<file path="src/inc/rspc_pkg.sv">
package rspc_pkg;
  localparam int SECTORS = 5;
  localparam int WORDS_PER_SECTOR = 16;
  localparam int WORD_ADDR_BITS = 4;
  localparam int SECTOR_SEL_BITS = 3;
  localparam logic [11:0] CTRL_OFFSET = 12'h000;
  localparam logic [11:0] RAM_BASE = 12'h100;
  localparam logic [7:0] KEY_WRITE = 8'h5A;
  localparam logic [7:0] KEY_READ = 8'h69;
  localparam int KEY_LSB = 8;
  localparam logic [15:0] CTRL_RESET = 16'h6900;
  localparam logic [7:0] OFF_RESET = 8'h00;
  localparam logic [7:0] OFF_MASK = 8'h8F;
  localparam logic [2:0] SECTOR_HIGH = 3'h7;
  localparam logic [2:0] SECTOR_LOW_MAX = 3'h3;
  localparam int RAM_WIDTH = 16;

  typedef enum logic [1:0] {
    RSPC_ACTIVE = 2'b00,
    RSPC_RETAIN = 2'b01
  } rspc_mode_type;
endpackage

</file>
<file path="src/hdl/rspc_sector.sv">
module rspc_sector
  import rspc_pkg::*;
(
  input wire logic clock, // system clock
  input wire logic reset, // synchronous reset
  input wire logic powerOff, // sector switched off
  input wire logic writeEnable, // word write strobe
  input wire logic [WORD_ADDR_BITS-1:0] wordIndex, // word inside sector
  input wire logic [RAM_WIDTH-1:0] writeData, // data to store
  output logic [RAM_WIDTH-1:0] readData // stored word or zero
);
  logic [RAM_WIDTH-1:0] memQ [WORDS_PER_SECTOR];
  logic [RAM_WIDTH-1:0] rawWord;

  assign rawWord = memQ[wordIndex];
  assign readData = powerOff ? '0 : rawWord;

  always_ff @(posedge clock)
  begin
    for (int i = 0; i < WORDS_PER_SECTOR; i++)
    begin
      // a dark sector keeps nothing: contents are wiped while off
      if (reset || powerOff)
        memQ[i] <= '0;
      else if (writeEnable && wordIndex == i[WORD_ADDR_BITS-1:0])
        memQ[i] <= writeData;
    end
  end
endmodule

</file>
<file path="src/hdl/ram_sector_power_control.sv">
// Functional notes
// control register changes only on full-width write with key 5Ah in bits 15:8
// byte writes or wrong key writes leave the register untouched
// key field always reads 69h
// each sector powers down independently from its own off bit
// reads from a switched-off sector return zero
// switching a sector off destroys its contents
// with cpu active, powered sectors are readable and writable anytime
// when cpu is off, ram goes to retention
// bit 7 controls sector 7, bits 3:0 sectors 3 to 0
// register resets to 6900h with all off bits clear
// software keeps stack sectors on for interrupts and low power
// software keeps sectors on while any word must hold data
// sector 7 off only when usb buffer unused
// writes to dark sectors dropped silently; bits 6:4 read zero
module ram_sector_power_control
  import rspc_pkg::*;
(
  input wire logic clock, // 100 MHz system clock
  input wire logic reset, // synchronous, active high
  input wire logic psel, // apb select
  input wire logic penable, // apb access phase
  input wire logic pwrite, // apb direction
  input wire logic [11:0] paddr, // apb byte address
  input wire logic [31:0] pwdata, // apb write data
  input wire logic [3:0] pstrb, // apb byte strobes
  output logic [31:0] prdata, // apb read data
  output logic pready, // apb ready
  output logic pslverr, // apb error
  input wire logic cpuOff, // cpu switched off, from pin
  output logic [SECTORS-1:0] sectorPowerOff, // per-sector off control
  output logic ramRetention // ram in retention
);
  logic [7:0] offQ;
  logic [7:0] offD;
  logic cpuOffMeta;
  logic cpuOffSync;
  rspc_mode_type modeQ;
  logic [31:0] prdataQ;
  logic preadyQ;
  logic slverrQ;
  logic [SECTORS-1:0] sectorOffQ;
  logic retentionQ;

  // sector slot k maps to physical sectors 0..3 then 7
  function automatic logic [2:0] slotSector(input int k);
    return (k == SECTORS - 1) ? SECTOR_HIGH : k[2:0];
  endfunction

  function automatic logic slotHit(input logic [2:0] sel, input int k);
    return sel == slotSector(k);
  endfunction

  wire setupPhase = psel && !penable;
  wire ctrlHit = paddr == CTRL_OFFSET;
  wire ramHit = paddr[11:8] == RAM_BASE[11:8] && paddr[1:0] == 2'b00;
  wire [SECTOR_SEL_BITS-1:0] ramSector = paddr[7:5];
  // sector select sits in bits 7:5, so only bits 4:2 are free for the word: upper half of each sector is unreachable
  wire [WORD_ADDR_BITS-1:0] ramWord = {1'b0, paddr[4:2]};
  wire sectorExists = ramSector <= SECTOR_LOW_MAX || ramSector == SECTOR_HIGH;
  wire ramMapped = ramHit && sectorExists && ramWord < WORDS_PER_SECTOR;
  wire mapped = ctrlHit || ramMapped;
  wire wordWrite = pstrb[1:0] == 2'b11;
  wire keyOk = pwdata[15:KEY_LSB] == KEY_WRITE;
  wire ctrlWrite = setupPhase && pwrite && ctrlHit && wordWrite && keyOk;
  wire ramWrite = setupPhase && pwrite && ramMapped && wordWrite && modeQ == RSPC_ACTIVE;
  wire [15:0] ctrlRead = {KEY_READ, offQ & OFF_MASK};

  logic [RAM_WIDTH-1:0] sectorData [SECTORS];
  logic [SECTORS-1:0] sectorSel;
  logic [RAM_WIDTH-1:0] ramRead;

  genvar g;
  generate
    for (g = 0; g < SECTORS; g++)
    begin : gSector
      wire offBit = offQ[slotSector(g)];
      assign sectorSel[g] = slotHit(ramSector, g);
      rspc_sector uSector (
        .clock(clock),
        .reset(reset),
        .powerOff(offBit),
        .writeEnable(ramWrite && sectorSel[g] && !offBit),
        .wordIndex(ramWord),
        .writeData(pwdata[RAM_WIDTH-1:0]),
        .readData(sectorData[g])
      );
    end
  endgenerate

  always_comb
  begin
    ramRead = '0;
    for (int k = 0; k < SECTORS; k++)
    begin
      if (sectorSel[k])
        ramRead = sectorData[k];
    end
  end

  assign offD = ctrlWrite ? (pwdata[7:0] & OFF_MASK) : offQ;
  wire [31:0] readMux = ctrlHit ? {16'h0000, ctrlRead} : {16'h0000, ramRead};

  always_ff @(posedge clock)
  begin
    cpuOffMeta <= cpuOff;
    cpuOffSync <= cpuOffMeta;
  end

  always_ff @(posedge clock)
  begin
    if (reset)
      offQ <= CTRL_RESET[7:0];
    else
      offQ <= offD;
  end

  always_ff @(posedge clock)
  begin
    if (reset)
      modeQ <= RSPC_ACTIVE;
    else
    begin
      case (cpuOffSync)
        1'b1: modeQ <= RSPC_RETAIN;
        1'b0: modeQ <= RSPC_ACTIVE;
        default: modeQ <= RSPC_ACTIVE;
      endcase
    end
  end

  // registered answer: ready in the first access cycle, no wait state, outputs flop-driven
  always_ff @(posedge clock)
  begin
    if (reset)
    begin
      preadyQ <= 1'b0;
      slverrQ <= 1'b0;
      prdataQ <= '0;
    end
    else
    begin
      preadyQ <= setupPhase;
      slverrQ <= setupPhase && !mapped;
      if (setupPhase && !pwrite && mapped)
        prdataQ <= readMux;
      else if (setupPhase)
        prdataQ <= '0;
    end
  end

  always_ff @(posedge clock)
  begin
    if (reset)
    begin
      sectorOffQ <= '0;
      retentionQ <= 1'b0;
    end
    else
    begin
      for (int k = 0; k < SECTORS; k++)
        sectorOffQ[k] <= offD[slotSector(k)];
      retentionQ <= modeQ == RSPC_RETAIN;
    end
  end

  assign prdata = prdataQ;
  assign pready = preadyQ;
  assign pslverr = slverrQ;
  assign sectorPowerOff = sectorOffQ;
  assign ramRetention = retentionQ;
endmodule

</file>
<file path="config.mk">
export PLATFORM = sky130hd
export DESIGN_NAME = ram_sector_power_control
export DESIGN_NICKNAME = d
export VERILOG_FILES = /design/src/inc/rspc_pkg.sv /design/src/hdl/rspc_sector.sv /design/src/hdl/ram_sector_power_control.sv
export SDC_FILE = /design/constraint.sdc
export NUM_CORES = 1
export LEC_CHECK = 0
export BUFFER_PORTS_ARGS = -buffer_cell sky130_fd_sc_hd__clkbuf_2
export CORE_MARGIN = 10
export CORE_UTILIZATION = 67
export DETAILED_ROUTE_END_ITERATION = 8
export HOLD_SLACK_MARGIN = 0.02
export PLACE_DENSITY = 0.84
export SLEW_MARGIN = 40
export SYNTH_ARGS = -nofsm -noshare
export SYNTH_HDL_FRONTEND = slang
export SYNTH_SLANG_ARGS = --single-unit
</file>
<file path="constraint.sdc">
create_clock -name clock -period 4.9 [get_ports clock]
set_clock_uncertainty 0.1 [all_clocks]
set_input_delay 0 -clock clock [delete_from_list [all_inputs] [get_ports clock]]
set_output_delay 0 -clock clock [all_outputs]
set_load 0.01 [all_outputs]
</file>
; ---- Word level (Yosys, flattened, before mapping)
; Memories as Yosys holds them, arrays and structs flattened.
; Index checks and enable logic that the tools add are counted.
[word_totals]
input_bits = 54
wordCells = 338
reg_bits = 44
memories = 5
mem_bits_rw = 1280
output_inout_bits = 40
[memory_table]
columns = name, words, word_bits, read_ports, rd_clocked_by_memory_dff, write_ports, line_no
row1 = gSector[0].uSector.memQ, 16, 16, 1, 0, 16, rspc_sector.sv:12  ; logic [RAM_WIDTH-1:0] memQ [WORDS_PER_SECTOR];
row2 = gSector[1].uSector.memQ, 16, 16, 1, 0, 16, rspc_sector.sv:12
row3 = gSector[2].uSector.memQ, 16, 16, 1, 0, 16, rspc_sector.sv:12
row4 = gSector[3].uSector.memQ, 16, 16, 1, 0, 16, rspc_sector.sv:12
row5 = gSector[4].uSector.memQ, 16, 16, 1, 0, 16, rspc_sector.sv:12
[op_classes]
bitwise = 41
eq_ne = 15
n_reduce_logical = 84
mux = 184
order_cmp = 1
[ops]
columns = cell, count
row1 = 16-bit 2-to-1 mux, 51
row2 = 1-bit 2-to-1 mux, 130
row3 = 32-bit 2-to-1 mux, 2
row4 = 1-bit logical AND, 63
row5 = 1-bit bitwise OR, 40
row6 = 3-bit == test (second input constant), 5
row7 = 3-bit by 2-bit == test with 1-bit output (second input constant), 4
row8 = 12-bit logical NOT, 1
row9 = 8-bit by 7-bit == test with 1-bit output (second input constant), 1
row10 = 1-bit logical NOT, 8
row11 = 1-bit logical OR, 7
row12 = 3-bit by 1-bit == test with 1-bit output (second input constant), 2
row13 = 4-bit by 1-bit == test with 1-bit output (second input constant), 1
row14 = 2-bit logical NOT, 2
row15 = 4-bit logical NOT, 1
row16 = 2-bit case mux with 2 select lines, 1
row17 = 3-bit by 2-bit <= comparator with 1-bit output (second input constant), 1
row18 = 3-bit logical NOT, 1
row19 = 2-bit by 1-bit == test with 1-bit output (second input constant), 1
row20 = 2-bit == test (second input constant), 1
row21 = 2-bit nonzero test, 1
row22 = 1-bit inverter, 1

; ---- Longest topological paths before layout
[depth]
ltp_word = 13
depth_mapped = 10
ltp_nobuf = 5

; ---- Modules after synthesis
; From an unflattened synthesis, not the netlist that was laid out.
[hier_totals]
hier_cells = 4131
hier_area_um2 = 61890.6
[modules_own_cells]
columns = module, area_each_um2, seq_area_each_um2, n_inst, cells_each
row1 = rspc_sector, 11990.2, 7687.4, 5, 785
row2 = ram_sector_power_control, 1939.4, 540.5, 1, 206

; ---- Worst setup path before layout
; OpenSTA, ideal clock, no wires.
[synth_timing]
kind = flip-flop to flip-flop
from = register offQ[1]
to = memory gSector[1].uSector.memQ[0][0] (enable)
setup_slack_ns = 1.814
n_path_buf = 1
required_time_ns = 4.389
stages_incl_launch_ff = 5
arrival_ns = 2.575
period_less_slack_ns = 3.086
setup_time_ns = 0.411
cell_sequence = dfxtp_1 -> nor4b_2 -> clkbuf_1 -> nand2_1 -> o21ai_0
[synth_rtl]
columns = element, line_no
row1 = "start, declared", ram_sector_power_control.sv:34  ; logic [7:0] offQ;
row2 = "start signal, assigned", ram_sector_power_control.sv:113  ; offQ <= CTRL_RESET[7:0];
row3 = "end, declared", rspc_sector.sv:12

==> impl_metrics.toml <==
[placement]
dp.cells = 2587
numPortBuffers = 59
dp_hpwl_mm = 49.6
gp_congestion = 0.947
dp_slack_ns = 1.54

[timing]
layout_setup_ws_ns = 1.38
setup_viol = 0
fin_hold_ws_ns = 0.0461
rsz0062_at_grt = "false"
worst_pin_slew_ns = 0.935
relSlewSlack = 0.371
report.final.hold_viol_count = 0
max_freq_mhz = 284
finalMaxSlewViolations = 0
tns_ns = 0
period_minus_slack_ns = 3.52
finalCritPeriodShare = 0.719

[layout]
fin_cells = 2727
final_util = 0.746
final_layout_size_suffix_gt1_frac = 0.201
fin_nets = 2131
num-fill-cells = 2633
area_delta_synth_final_pct = 9.66

[grt]
antenna_found_initial = 4
grt_max_degree = 73
grt.overflow.total = 0
grt_pass1_vias = 18500
grt_pass1_wl_mm = 121
grtUsageTotal = 0.294

[logic_synthesis]
synth-async-reset-ratio = 0
synthFlopType = "edfxtp_1"
synth_cell_types = 69
seq_area_frac_synth = 0.639
synth_top_area_cell = "edfxtp_1"
netlist_area_um2 = 30900
synth.most_common_cell = "and2_1"
yosys-top-cells-count = "and2_1 (644), edfxtp_1 (640), mux4_2 (152), clkbuf_1 (83), buf_2 (73)"
yosys.area.top_type_share = 0.622
yosys-top-cells-area = "edfxtp_1 (62%), and2_1 (13%), mux4_2 (11%), dfxtp_1 (1.7%), buf_2 (1.2%)"
syn_inst = 2047
ys_warn_count = 0
ys_ff_latch = 667
postSynthAreaPerCell_um2 = 15.1
synth_edf_count = 640

[die]
die_x_um = 235
rows = 78
core_region_area_um2 = 45500
die-area_um2 = 55100
pin_count = 94
start_util = 0.680
fp.dieH_um = 235

[worst_hold_path]
min_path_type = "in -> reg"
holdPathStages = 3
worstHoldEndpoint = "gSector[3].uSector.memQ[6][9]"
min_from = "pwdata[9]"

[setup_path]
path_common_cell = "and2_1"
critPathLaunchType = "input pin"
r2r_cells = 6
crit_family = "simple AND/OR/NAND/NOR gates"
crit_path_max_fanout = 20
cp_data_required_time_ns = 5.09
crit_chain = "dlygate4sd3_1, clkbuf_2, and2_1, o2111a_4, and2_1, nand2_1, o21ai_1, buf_4"
end_kind = "flop"
arrival_ns = 3.71
criticalPathCategory = "in -> reg"
r2r_start = "modeQ[0]"
rrSetupSlack_ns = 1.96
max_stage_delay_ns = 0.71
slowest_stage = "and2_1"
r2r_end = "gSector[3].uSector.memQ[5][0]"
critPathBufInv = 3

[run_status]
status = "complete, no violations"

[routing]
dr.pass1.iters = 6
drc = 0
num_vias = 18400
ant_nets = 0
wl_per_cell_um = 30.1
dr.first_iter.drc_count = 2873
routed_wl_mm = 82.2
viasPerCell = 6.75

[cts]
cts.sinks = 667
clkTransAtPathRegs_ns = 0.07
clkLatencyLatePin_ns = 0.60
clk_path_buf_depth = 3
cts-root-buf = "clkbuf_16"
numCtsBuffers = 67
cts_resized = 0
cts_tree = "done"
post-cts-setup-buffer-count = 0
cts_max_level = 3

[power]
peakVddDrop_uv = 354
p_leak_uw = 0.0126
power_density_nw_per_um2 = 358

[flow_run]
cap_violations = 0
[per-layer routing]
layer	GRT usage	up-vias	routed length, µm
li1	-	7588	-
met1	0.398	9261	29000
met2	0.448	1341	38200
met3	0.0794	223	11500
met4	0.122	2	3600
met5	0	-	13
[placed cells by master (no fill, tap or decap), types with 10 or more instances in the layout]
cell	Yosys	layout
a21oi_1	23	23
a221oi_1	10	10
a22oi_1	23	23
and2_1	644	644
buf_4	26	64
clkbuf_1	83	20
clkbuf_16	0	73
clkbuf_2	8	47
clkinv_1	1	17
conb_1	1	16
dfxtp_1	27	27
dlygate4sd3_1	0	19
edfxtp_1	640	640
mux2i_1	30	30
mux4_2	152	152
nand2_1	57	57
nand3_1	14	14
nor2_1	28	22
nor2_2	16	22
nor2_4	16	16
o21ai_1	4	44
[logic make-up after synthesis]
logic type             Yosys count  synth area share
and+or+nand+nor                832             0.168
AOI/OAI and AO/OA              154            0.0335
DFF                            667             0.639
other                            1          0.000121
buffers and inverters          203            0.0332
muxes                          190             0.126
[registers in the layout (all words and copies together) (netlist names)]
signal and flops:
offQ 5, pready 1, prdata 16, pslverr 1
modeQ 1, cpuOffSync 1, cpuOffMeta 1, gSector.uSector.memQ 640
ramRetention 1
[layout make-up]
cell class / instances / area, µm² / share of cell area
flip-flops and latches: 667 / 19800 / 0.583
multi-input cells: 1192 / 10200 / 0.302
clock buffers: 93 / 1900 / 0.0561
repair buffers: 144 / 1040 / 0.0306
well taps: 600 / 751 / 0.0221
clock inverters: 25 / 193 / 0.00568
inverters: 5 / 18.8 / 0.000554
diodes: 1 / 2.50 / 0.0000738
[metrics by stage]
stage / area, µm² / total power, µW
2_1_floorplan: 31000 / 6980
3_5_place_dp: 31600 / 7260
4_1_cts: 33900 / 12100
5_1_grt: 33900 / 12400
6_report: 33900 / 12100
3_3_place_gp: 31500 / 7230
[what timing repair did]
action | 4_1_cts | 5_1_grt
setup endpoints to repair | 0 | 0
hold buffers | 19 | 0
hold endpoints to repair | 65 | 0
[worst min-delay path: stages]
cell and delay, ns:
clkbuf_2 0.08, buf_4 0.28, and2_1 0.21
[worst max-delay path by stage]
stage,startpoint,to,cells after the start
final,paddr[5],gSector[3].uSector.memQ[5][0],8
after global routing,paddr[5],gSector[3].uSector.memQ[5][1],8
after CTS,paddr[5],gSector[3].uSector.memQ[5][0],8
after detailed placement,paddr[5],gSector[3].uSector.memQ[5][8],7
after global placement,paddr[2],gSector[4].uSector.memQ[7][12],5
after floorplan,offQ[1],gSector[1].uSector.memQ[0][0],4
[where the power goes]
part           switching, µW  total, µW  internal, µW
combinational            534        786           252
clock                   2090       4960          2870
sequential              40.3       6400          6360
total                   2670      12100          9480
Note: power is estimated with default switching activity, not from simulation.
